`src/rtl/imu_pkg.sv`:
```
// Purpose: Constants and carrier types for the inertial output register set.
// Assumes: 125 MHz clock, classic Wishbone slave, 32-bit data, one word per register.
// Notes:   Byte address of a register is four times its index.
//
// Overview of operation
// - Z acceleration high word is 16-bit two's complement, 1.25 mg per count.
// - Separate z acceleration low word carries extra resolution below the high word.
// - Temperature word is two's complement, 0.1 degree per count, zero at 0 C.
// - Time stamp holds offset-binary time since last timing pulse, 49.02 us per count.
// - Time stamp is meaningful only when control bits 4 to 2 equal 010.
// - Each update's time stamp marks its last sample relative to latest timing edge.
// - Update counter clears to zero at power-on and after a reset command.
// - Update counter increments once per output load, offset binary.
// - Update counter wraps from its maximum to zero and keeps counting.
// - Delta angle sums adjacent rate pairs over the window, scaled by one over 2fs.
// - Samples per delta angle result equal the decimation setting plus one.
// - Internal sample clock runs at a nominal 2000 samples per second.
// - Each axis delta angle is one 32-bit value split into high and low words.
// - Delta angle high word counts 2160 degrees over two to the fifteenth.
// - Y delta angle low word sits just below the y high word address.
// - Acceleration high and low words form one 32-bit two's complement value.
package imu_pkg;
   localparam int unsigned CLK_HZ     = 125_000_000;
   localparam int unsigned INT_SPS    = 2000;
   localparam int unsigned SAMPLE_NS  = 1_000_000_000 / INT_SPS;
   localparam int unsigned SAMPLE_CYC = SAMPLE_NS * (CLK_HZ / 1_000_000) / 1000;
   localparam int unsigned TS_LSB_NS  = 49_020;
   localparam int unsigned TS_CYC     = TS_LSB_NS * (CLK_HZ / 1_000_000) / 1000;
   // Rate LSB 0.1 deg/s to 2160/2^31 deg, times 1/(2*2000), in 8 fraction bits.
   localparam logic [13:0] ANG_K      = 14'h18db;
   localparam logic [7:0] IDX_ZA_LO   = 8'h18;
   localparam logic [7:0] IDX_ZA_HI   = 8'h1a;
   localparam logic [7:0] IDX_TEMP    = 8'h1c;
   localparam logic [7:0] IDX_TS      = 8'h1e;
   localparam logic [7:0] IDX_CNT     = 8'h22;
   localparam logic [7:0] IDX_XA_LO   = 8'h24;
   localparam logic [7:0] IDX_XA_HI   = 8'h26;
   localparam logic [7:0] IDX_YA_LO   = 8'h28;
   localparam logic [7:0] IDX_YA_HI   = 8'h2a;
   localparam logic [7:0] IDX_CMD     = 8'h3e;
   localparam logic [7:0] IDX_MISC    = 8'h60;
   localparam logic [7:0] IDX_DEC     = 8'h64;
   localparam int unsigned MODE_LSB   = 2;
   localparam logic [2:0] MODE_SCALED = 3'h2;
   localparam logic [15:0] MISC_RST   = 16'h0000;
   localparam logic [15:0] DEC_RST    = 16'h0000;
   localparam int unsigned CMD_RST_BIT = 0;

   typedef struct packed {
      logic        cyc;
      logic        stb;
      logic        we;
      logic [9:0]  adr;
      logic [31:0] dat;
      logic [3:0]  sel;
   } imu_wb_req_t;

   typedef struct packed {
      logic        ack;
      logic [31:0] dat;
   } imu_wb_rsp_t;

   typedef struct packed {
      logic [1:0][15:0] rate;
      logic [31:0]      accel_z;
      logic [15:0]      temp;
   } imu_sens_t;

   typedef struct packed {
      logic             ack;
      logic [31:0]      rdat;
      logic [15:0]      misc;
      logic [15:0]      dec;
      logic [16:0]      tick_cnt;
      logic [10:0]      dec_cnt;
      logic [1:0][15:0] prev;
      logic [1:0][27:0] acc;
      logic [12:0]      ts_pre;
      logic [15:0]      ts_cnt;
      logic [31:0]      accel;
      logic [15:0]      temp;
      logic [15:0]      ts;
      logic [15:0]      cnt;
      logic [1:0][31:0] dang;
      logic             s1;
      logic             s2;
      logic             s3;
      logic             drdy;
   } imu_state_t;
endpackage

```
`src/rtl/imu_out_regs.sv`:
```
// Purpose: Output data registers with trapezoidal delta-angle integration.
// Assumes: Sensor words arrive on clk; the timing pin is asynchronous.
// Notes:   Sampling always uses the internal sample tick.
//
// The Wishbone slave port was decided locally.
`timescale 1ns/1ps
module imu_out_regs #(
   parameter int unsigned SAMPLE_CYC = imu_pkg::SAMPLE_CYC,
   parameter int unsigned TS_CYC     = imu_pkg::TS_CYC
) (
   input  wire logic                 clk,                 // 125 MHz clock
   input  wire logic                 rst_b,               // Async reset, low
   input  wire imu_pkg::imu_wb_req_t wb_req,              // Wishbone request
   output imu_pkg::imu_wb_rsp_t      wb_rsp,              // Wishbone answer
   input  wire imu_pkg::imu_sens_t   sens,                // Raw sensor words
   input  wire logic                 sync_pin,            // External timing input
   output logic                      sample_ready_output  // Pulse per output load
);
   // ------------------------------------------------------------
   // Reset release
   // ------------------------------------------------------------
   logic rst_m_q;
   logic rst_s_b;
   always_ff @(posedge clk or negedge rst_b) begin
      if (!rst_b) begin
         rst_m_q <= 1'b0;
         rst_s_b <= 1'b0;
      end else begin
         rst_m_q <= 1'b1;
         rst_s_b <= rst_m_q;
      end
   end

   // ------------------------------------------------------------
   // Helpers
   // ------------------------------------------------------------
   function automatic logic [31:0] ang_scale(input logic signed [27:0] s);
      logic signed [41:0] p;
      p = 42'(s) * $signed({1'b0, imu_pkg::ANG_K});
      return p[39:8];
   endfunction

   function automatic logic [15:0] lane_wr(input logic [15:0] old,
                                           input logic [31:0] dat,
                                           input logic [3:0]  sel);
      logic [15:0] r;
      r = old;
      if (sel[0]) r[7:0] = dat[7:0];
      if (sel[1]) r[15:8] = dat[15:8];
      return r;
   endfunction

   // ------------------------------------------------------------
   // State update
   // ------------------------------------------------------------
   imu_pkg::imu_state_t     q;
   imu_pkg::imu_state_t     d;
   logic [7:0]              idx;
   logic                    req;
   logic                    tick;
   logic                    load;
   logic                    mode_ss;
   logic                    sync_edge;
   logic                    cmd_rst;
   logic signed [1:0][27:0] sum;

   assign idx       = wb_req.adr[9:2];
   assign req       = wb_req.cyc & wb_req.stb & ~q.ack;
   assign tick      = q.tick_cnt == 17'(SAMPLE_CYC - 1);
   assign load      = tick & (q.dec_cnt >= q.dec[10:0]);
   assign mode_ss   = q.misc[imu_pkg::MODE_LSB +: 3] == imu_pkg::MODE_SCALED;
   assign sync_edge = q.s2 & ~q.s3;
   assign cmd_rst   = req & wb_req.we & (idx == imu_pkg::IDX_CMD) & wb_req.sel[0]
                      & wb_req.dat[imu_pkg::CMD_RST_BIT];

   for (genvar i = 0; i < 2; i++) begin : g_sum
      assign sum[i] = $signed(q.acc[i]) + 28'($signed(sens.rate[i]))
                      + 28'($signed(q.prev[i]));
   end

   always_comb begin
      d      = q;
      d.ack  = 1'b0;
      d.drdy = 1'b0;
      d.s1   = sync_pin;
      d.s2   = q.s1;
      d.s3   = q.s2;
      d.tick_cnt = tick ? 17'h00000 : q.tick_cnt + 17'h00001;
      // Time since the latest timing edge, only counted in scaled mode.
      if (!mode_ss || sync_edge) begin
         d.ts_pre = 13'h0000;
         d.ts_cnt = 16'h0000;
      end else if (q.ts_pre == 13'(TS_CYC - 1)) begin
         d.ts_pre = 13'h0000;
         d.ts_cnt = q.ts_cnt + 16'h0001;
      end else begin
         d.ts_pre = q.ts_pre + 13'h0001;
      end
      if (tick) begin
         d.dec_cnt = load ? 11'h000 : q.dec_cnt + 11'h001;
         for (int i = 0; i < 2; i++) begin
            d.prev[i] = sens.rate[i];
            d.acc[i]  = load ? 28'h0000000 : sum[i];
            if (load) d.dang[i] = ang_scale(sum[i]);
         end
      end
      // Every output word of one update is loaded in the same edge.
      if (load) begin
         d.accel = sens.accel_z;
         d.temp  = sens.temp;
         d.ts    = q.ts_cnt;
         d.cnt   = q.cnt + 16'h0001;
         d.drdy  = 1'b1;
      end
      // Bus access; output words ignore writes.
      if (req) begin
         d.ack = 1'b1;
         unique case (idx)
            imu_pkg::IDX_ZA_LO: d.rdat = {16'h0000, q.accel[15:0]};
            imu_pkg::IDX_ZA_HI: d.rdat = {16'h0000, q.accel[31:16]};
            imu_pkg::IDX_TEMP:  d.rdat = {16'h0000, q.temp};
            imu_pkg::IDX_TS:    d.rdat = {16'h0000, q.ts};
            imu_pkg::IDX_CNT:   d.rdat = {16'h0000, q.cnt};
            imu_pkg::IDX_XA_LO: d.rdat = {16'h0000, q.dang[0][15:0]};
            imu_pkg::IDX_XA_HI: d.rdat = {16'h0000, q.dang[0][31:16]};
            imu_pkg::IDX_YA_LO: d.rdat = {16'h0000, q.dang[1][15:0]};
            imu_pkg::IDX_YA_HI: d.rdat = {16'h0000, q.dang[1][31:16]};
            imu_pkg::IDX_MISC:  d.rdat = {16'h0000, q.misc};
            imu_pkg::IDX_DEC:   d.rdat = {16'h0000, q.dec};
            default:            d.rdat = 32'h00000000;
         endcase
         if (wb_req.we) begin
            if (idx == imu_pkg::IDX_MISC) d.misc = lane_wr(q.misc, wb_req.dat, wb_req.sel);
            if (idx == imu_pkg::IDX_DEC)  d.dec  = lane_wr(q.dec, wb_req.dat, wb_req.sel);
         end
      end
      // A reset command restarts counting and integration.
      if (cmd_rst) begin
         d.cnt     = 16'h0000;
         d.dec_cnt = 11'h000;
         d.acc     = '0;
      end
   end

   always_ff @(posedge clk or negedge rst_s_b) begin
      if (!rst_s_b) begin
         q      <= '0;
         q.misc <= imu_pkg::MISC_RST;
         q.dec  <= imu_pkg::DEC_RST;
      end else begin
         q <= d;
      end
   end

   assign wb_rsp.ack          = q.ack;
   assign wb_rsp.dat          = q.rdat;
   assign sample_ready_output = q.drdy;
endmodule // imu_out_regs

```
`config.mk`:
```
export PLATFORM = sky130hd
export DESIGN_NAME = imu_out_regs
export DESIGN_NICKNAME = d
export VERILOG_FILES = /design/src/rtl/imu_pkg.sv /design/src/rtl/imu_out_regs.sv
export SDC_FILE = /design/constraint.sdc
export NUM_CORES = 2
export LEC_CHECK = 0
export BUFFER_PORTS_ARGS = -buffer_cell sky130_fd_sc_hd__buf_2
export CELL_PAD_IN_SITES_DETAIL_PLACEMENT = 1
export CELL_PAD_IN_SITES_GLOBAL_PLACEMENT = 1
export CORE_UTILIZATION = 54
export CTS_CLUSTER_SIZE = 30
export DETAILED_ROUTE_END_ITERATION = 8
export PLACE_DENSITY_LB_ADDON = 0.1
export SYNTH_ARGS = -nofsm -noshare
export SYNTH_HDL_FRONTEND = slang
export SYNTH_SLANG_ARGS = --single-unit
```
`constraint.sdc`:
```
create_clock -name clk -period 31.6 [get_ports clk]
set_input_delay 6.32 -clock clk [delete_from_list [all_inputs] [get_ports clk]]
set_output_delay 6.32 -clock clk [all_outputs]
set_load 0.01 [all_outputs]
```
Word-level counts from Yosys, hierarchy flattened. Index checks and enable logic that the tools add are counted.

Register bits after elaboration: 360. Input bits: 132.

Add/subtract/negate cells: 9. Multiply operators: 2. Magnitude comparators: 1. Equality and inequality tests: 15. Multiplexer cells: 22. Bitwise logic cells: 10. Reductions and logical operators: 10.

Operator list (number): $pmux W16 S11 (1); $add A28 B16 Y28 (4); $mux W99 (1); $mul A28 B14 Y40 const B (2); $mux W16 (5); $mux W65 (1); $mux W28 (2); $mux W56 (1); $eq A8 B6 Y1 const B (6); $add A16 B1 Y16 const B (2); $eq A8 B5 Y1 const B (4); $mux W32 (1); $mux W8 (4); $mux W29 (1); $mux W11 (2); $add A17 B1 Y17 const B (1); $eq A17 B16 Y1 const B (1); $mux W17 (1); $eq A8 B7 Y1 const B (2); $reduce_and A4 Y1 (4); $add A13 B1 Y13 const B (1); $eq A13 B13 Y1 const B (1); $mux W13 (1); $add A11 B1 Y11 const B (1); 9 further kinds (19).

Longest topological paths before layout.
Word-level depth: 7. Gate-level depth with buffers: 37. Depth with buffers taken out: 37.

Least setup slack after synthesis. OpenSTA, ideal clock, no wires.

Kind: input to register. From: input sens[65] in the netlist's numbering. To: register q[63] in the netlist's numbering. Library setup time: 129 ps. Arrival: 14418 ps. Data required time: 31471 ps. Setup slack: 17053 ps. Cell stages on the path: 33. Path through: fa_1 ha_1 fa_1 a21o_1 a21oi_1 o21ai_1 a21o_1 a21oi_1 a21oi_1 or2_2 a21o_1 a21oi_1 xnor2_1 ha_1 inv_1 fa_1 fa_1 inv_1 fa_1 fa_1 fa_1 ha_1 a21o_1 a21o_1 a21oi_1 nor2_1 a2111oi_2 o31ai_1 a311oi_1 o21bai_1 a21oi_1 xor2_1 o21ai_1.

Word-level cells in the longest chain between the ends: 3.

RTL lines: start, declared (line imu_out_regs.sv:15) `input wire imu_pkg::imu_sens_t sens,`; $add A28 B16 Y28 (line imu_out_regs.sv:77) `assign sum[i] = $signed(q.acc[i]) + 28'($signed(sens.rate[i]))`; $add A28 B16 Y28 (line imu_out_regs.sv:78) `+ 28'($signed(q.prev[i]));`; $mul A28 B14 Y40 (line imu_out_regs.sv:39) `p = 42'(s) * $signed({1'b0, imu_pkg::ANG_K});`; end, declared (line imu_out_regs.sv:56) `imu_pkg::imu_state_t q;`.

No other way between the ends. A chain may end at the register's enable or synchronous reset.

Final worst setup path. Ends and elaborated chain as after synthesis.

==> results.md <==
- Status: complete, no violations
- Fin nets: 4168
- Setup violations, final: 0
- Clock period minus worst slack: 15.29 ns
- Pre-CTS setup slack: 15.75 ns
- Register area: 8610 um^2
- Final wirelength: 88700 um
- Max-slew violations: 0
- Worst Skew: a little under 0.03 ns
- Worst slew margin: 7.22%
- Syn_area_per_cell: 9.76 um^2
- Arr. time, crit path: 15.73 ns
- Post-Layout Inst Area: 34600 um^2
- WL/cell: 21.3 um
- Critical-path maximum fanout: 6
- CP max-delay cell: a311oi_1
- Pin count of the biggest net entering global routing: 170
- Total core area: 58000 um^2
- Clk sinks: 344
- Top cells by area, synth: dfrtp_1 27%, fa_1 22%, ha_1 12%
- First-pass GRT wire length: between 100000 and 150000 um
- Synth warnings: 0
- Mapped Area: 31800 um^2
- CP Launch Type: input pin
- Final Cycle Share: 48.4%
- Synthesis-stage register bit count: 344
- Detail Route Antenna Nets: 0
- Crit Path Class: in -> reg
- GPL Wtd Cong: between 0.9 and 1
- Synthesized instance count: 3261
- Setup ws final: 16.31 ns
- Fmax: 65.4 MHz
- Global route overflow: 0
- Number of diodes: 0
- Number of hold violations in the final report: 0
- RSZ-0062 raised after global routing: false
- GRT Resource Usage Total: between 30% and 40%
- R2R Setup Slk: between 20 and 25 ns
- Routed vias: 23600
- Commonest cells after routing, fill and taps aside: 505 x inv_1, 482 x nand2_1, 357 x fa_1
- CTS Buf Count: 43
- Post-synth EDFFs: 0
- Worst EP required: 32.04 ns
- Layout cells sized above 1: 8.60%
- Clock slew at reported path FFs: 0.06 ns
- Vias in the first global route: 26800
- Ports: 166
- Hold Crit Class: reg -> async
- Setup bufs post-CTS: 0
- Worst Max-Slew Pin Slew: 1.39 ns
- Port buffer count: 129
- Top cell by count, worst path: fa_1
- Die width: 245 um
- Biggest area consumer among synthesized cells: dfrtp_1
- Fill cell count: 6526
- Pre-antenna DRT Iters: 5
- Fin Setup TNS: 0 ns
- PostCTS Resize Cnt: 0
- Root buf cell: clkbuf_16
- Worst skew pair latency: a little over 0.6 ns
- Die height: 245 um
- CTS tree: built
- Initial antenna violation count: 1
- Leading cell type in the layout, fill and taps excluded: inv_1
- Drt via density: 5.67
- Area occupied by multi-input gates: 20900 um^2
- 1st-iter DRT viols: 1175
- Max-cap violations: 0
- Initial core utilization: 54.9%
- Hold_buf cts: 0
- DP Wirelength: 70100 um
- DP Area: 33200 um^2
- Seq/Total Area, Yosys: 27.0%
- Hold_ws: 0.328 ns
- Clock Path Buffers: 3
- Num rows: 88
- Post-route DRC: 0
- FFs w/ async S/R, synth: between 90% and 100%
- Synth top area share: 27.0%
- CP Capture Type: flip-flop
- Yosys cell types: 75
- Die area: approximately 60000 um^2
- Main synth FF type: dfrtp_1
- Htree depth: 2
- Synth-to-layout area growth: 8.72%
- Crit-path max cell delay: between 0.5 and 0.6 ns
==> area by class of cell <==
cell class | instances | area share, %
clock buffers | 61 | 3.56
inverters | 508 | 5.51
flip-flops and latches | 344 | 24.9
well taps | 765 | 2.76
clock inverters | 17 | 0.557
repair buffers | 154 | 2.44
multi-input cells | 2310 | 60.3
==> critical path: cells and delay by family <==
kind,cells,cell delay [ns]
AO/OA/AOI/OAI,17,3.89
AND/OR/NAND/NOR,2,0.41
adder cells (fa/ha/maj),10,4.22
XOR/XNOR,2,0.52
buffers and inverters,5,0.40
==> logic make-up after synthesis <==
group / share of synthesized area, %
multiplexers: 0.951
AND/OR/NAND/NOR: 10.6
adder cells (fa/ha/maj): 35.0
XOR/XNOR: 6.24
AO/OA/AOI/OAI: 12.4
buffers and inverters: 7.78
other: 0.0236
flip-flops: 27.0
==> routing by layer <==
metal / share of wire (%) / up-vias / wire [um] / track usage (%)
li1: - / 10800 / - / -
met1: 40 / 12100 / 35600 / 37.2
met2: 52 / 457 / 46300 / 56.1
met3: 3.7 / 178 / 3260 / 3.23
met4: 4.0 / 0 / 3570 / 11.9
met5: 0 / - / 0 / 0
==> worst paths after layout <==
| path | cells after the start | from | endpoint |
|---|---|---|---|
| max in group asynchronous | 1 | rst_b | rst_s_b |
| min in group clk | 0 | rst_m_q | rst_s_b |
| max reg2reg | 35 | q[206] | q[63] |
| min | 0 | rst_s_b | q[78] |
| min reg2reg | 0 | rst_s_b | q[78] |
| max | 36 | sens[65] | q[63] |
==> synthesized netlist by cell type, types with 3 or more instances <==
cell type / instances
a21oi_1: 101
or3_1: 14
a31o_2: 3
and3_1: 33
buf_2: 13
a211oi_1: 6
nand3_1: 41
o211ai_1: 6
ha_1: 318
nor2_1: 116
nand4_1: 16
inv_2: 3
a221oi_1: 34
nor3b_1: 3
xor2_1: 91
a21o_1: 93
a211oi_2: 6
a222oi_1: 16
o21a_1: 11
clkbuf_1: 67
dfrtp_1: 344
a22o_1: 54
and2_1: 11
fa_1: 357
a211o_1: 9
o21ai_0: 149
o21bai_1: 14
nand2_1: 482
nor3_1: 20
inv_1: 505
o21ai_1: 25
and4_1: 5
nor4b_1: 3
xnor2_1: 129
mux2_2: 26
o31ai_1: 4
nor2b_1: 10
nor4_1: 3
a31oi_1: 27
buf_4: 34
nand2b_1: 14
nor4_2: 3
or2_2: 3
==> registers in the layout (all words and copies together) (netlist names) <==
name	count
wb_rsp	17
rst_m_q	1
q	322
d	2
sample_ready_output	1
rst_s_b	1
==> stage by stage <==
stage / utilization (%) / std cells
after floorplan: - / 3276
after global placement: 57.2 / 4081
after detailed placement: 57.2 / 4081
after CTS: 59.7 / 4159
after global routing: 59.7 / 4159
final: 59.7 / 4159
Power is left out: the tool's default activity adds up to more than one toggle a clock period on the data nets, which glitch-free logic cannot reach.
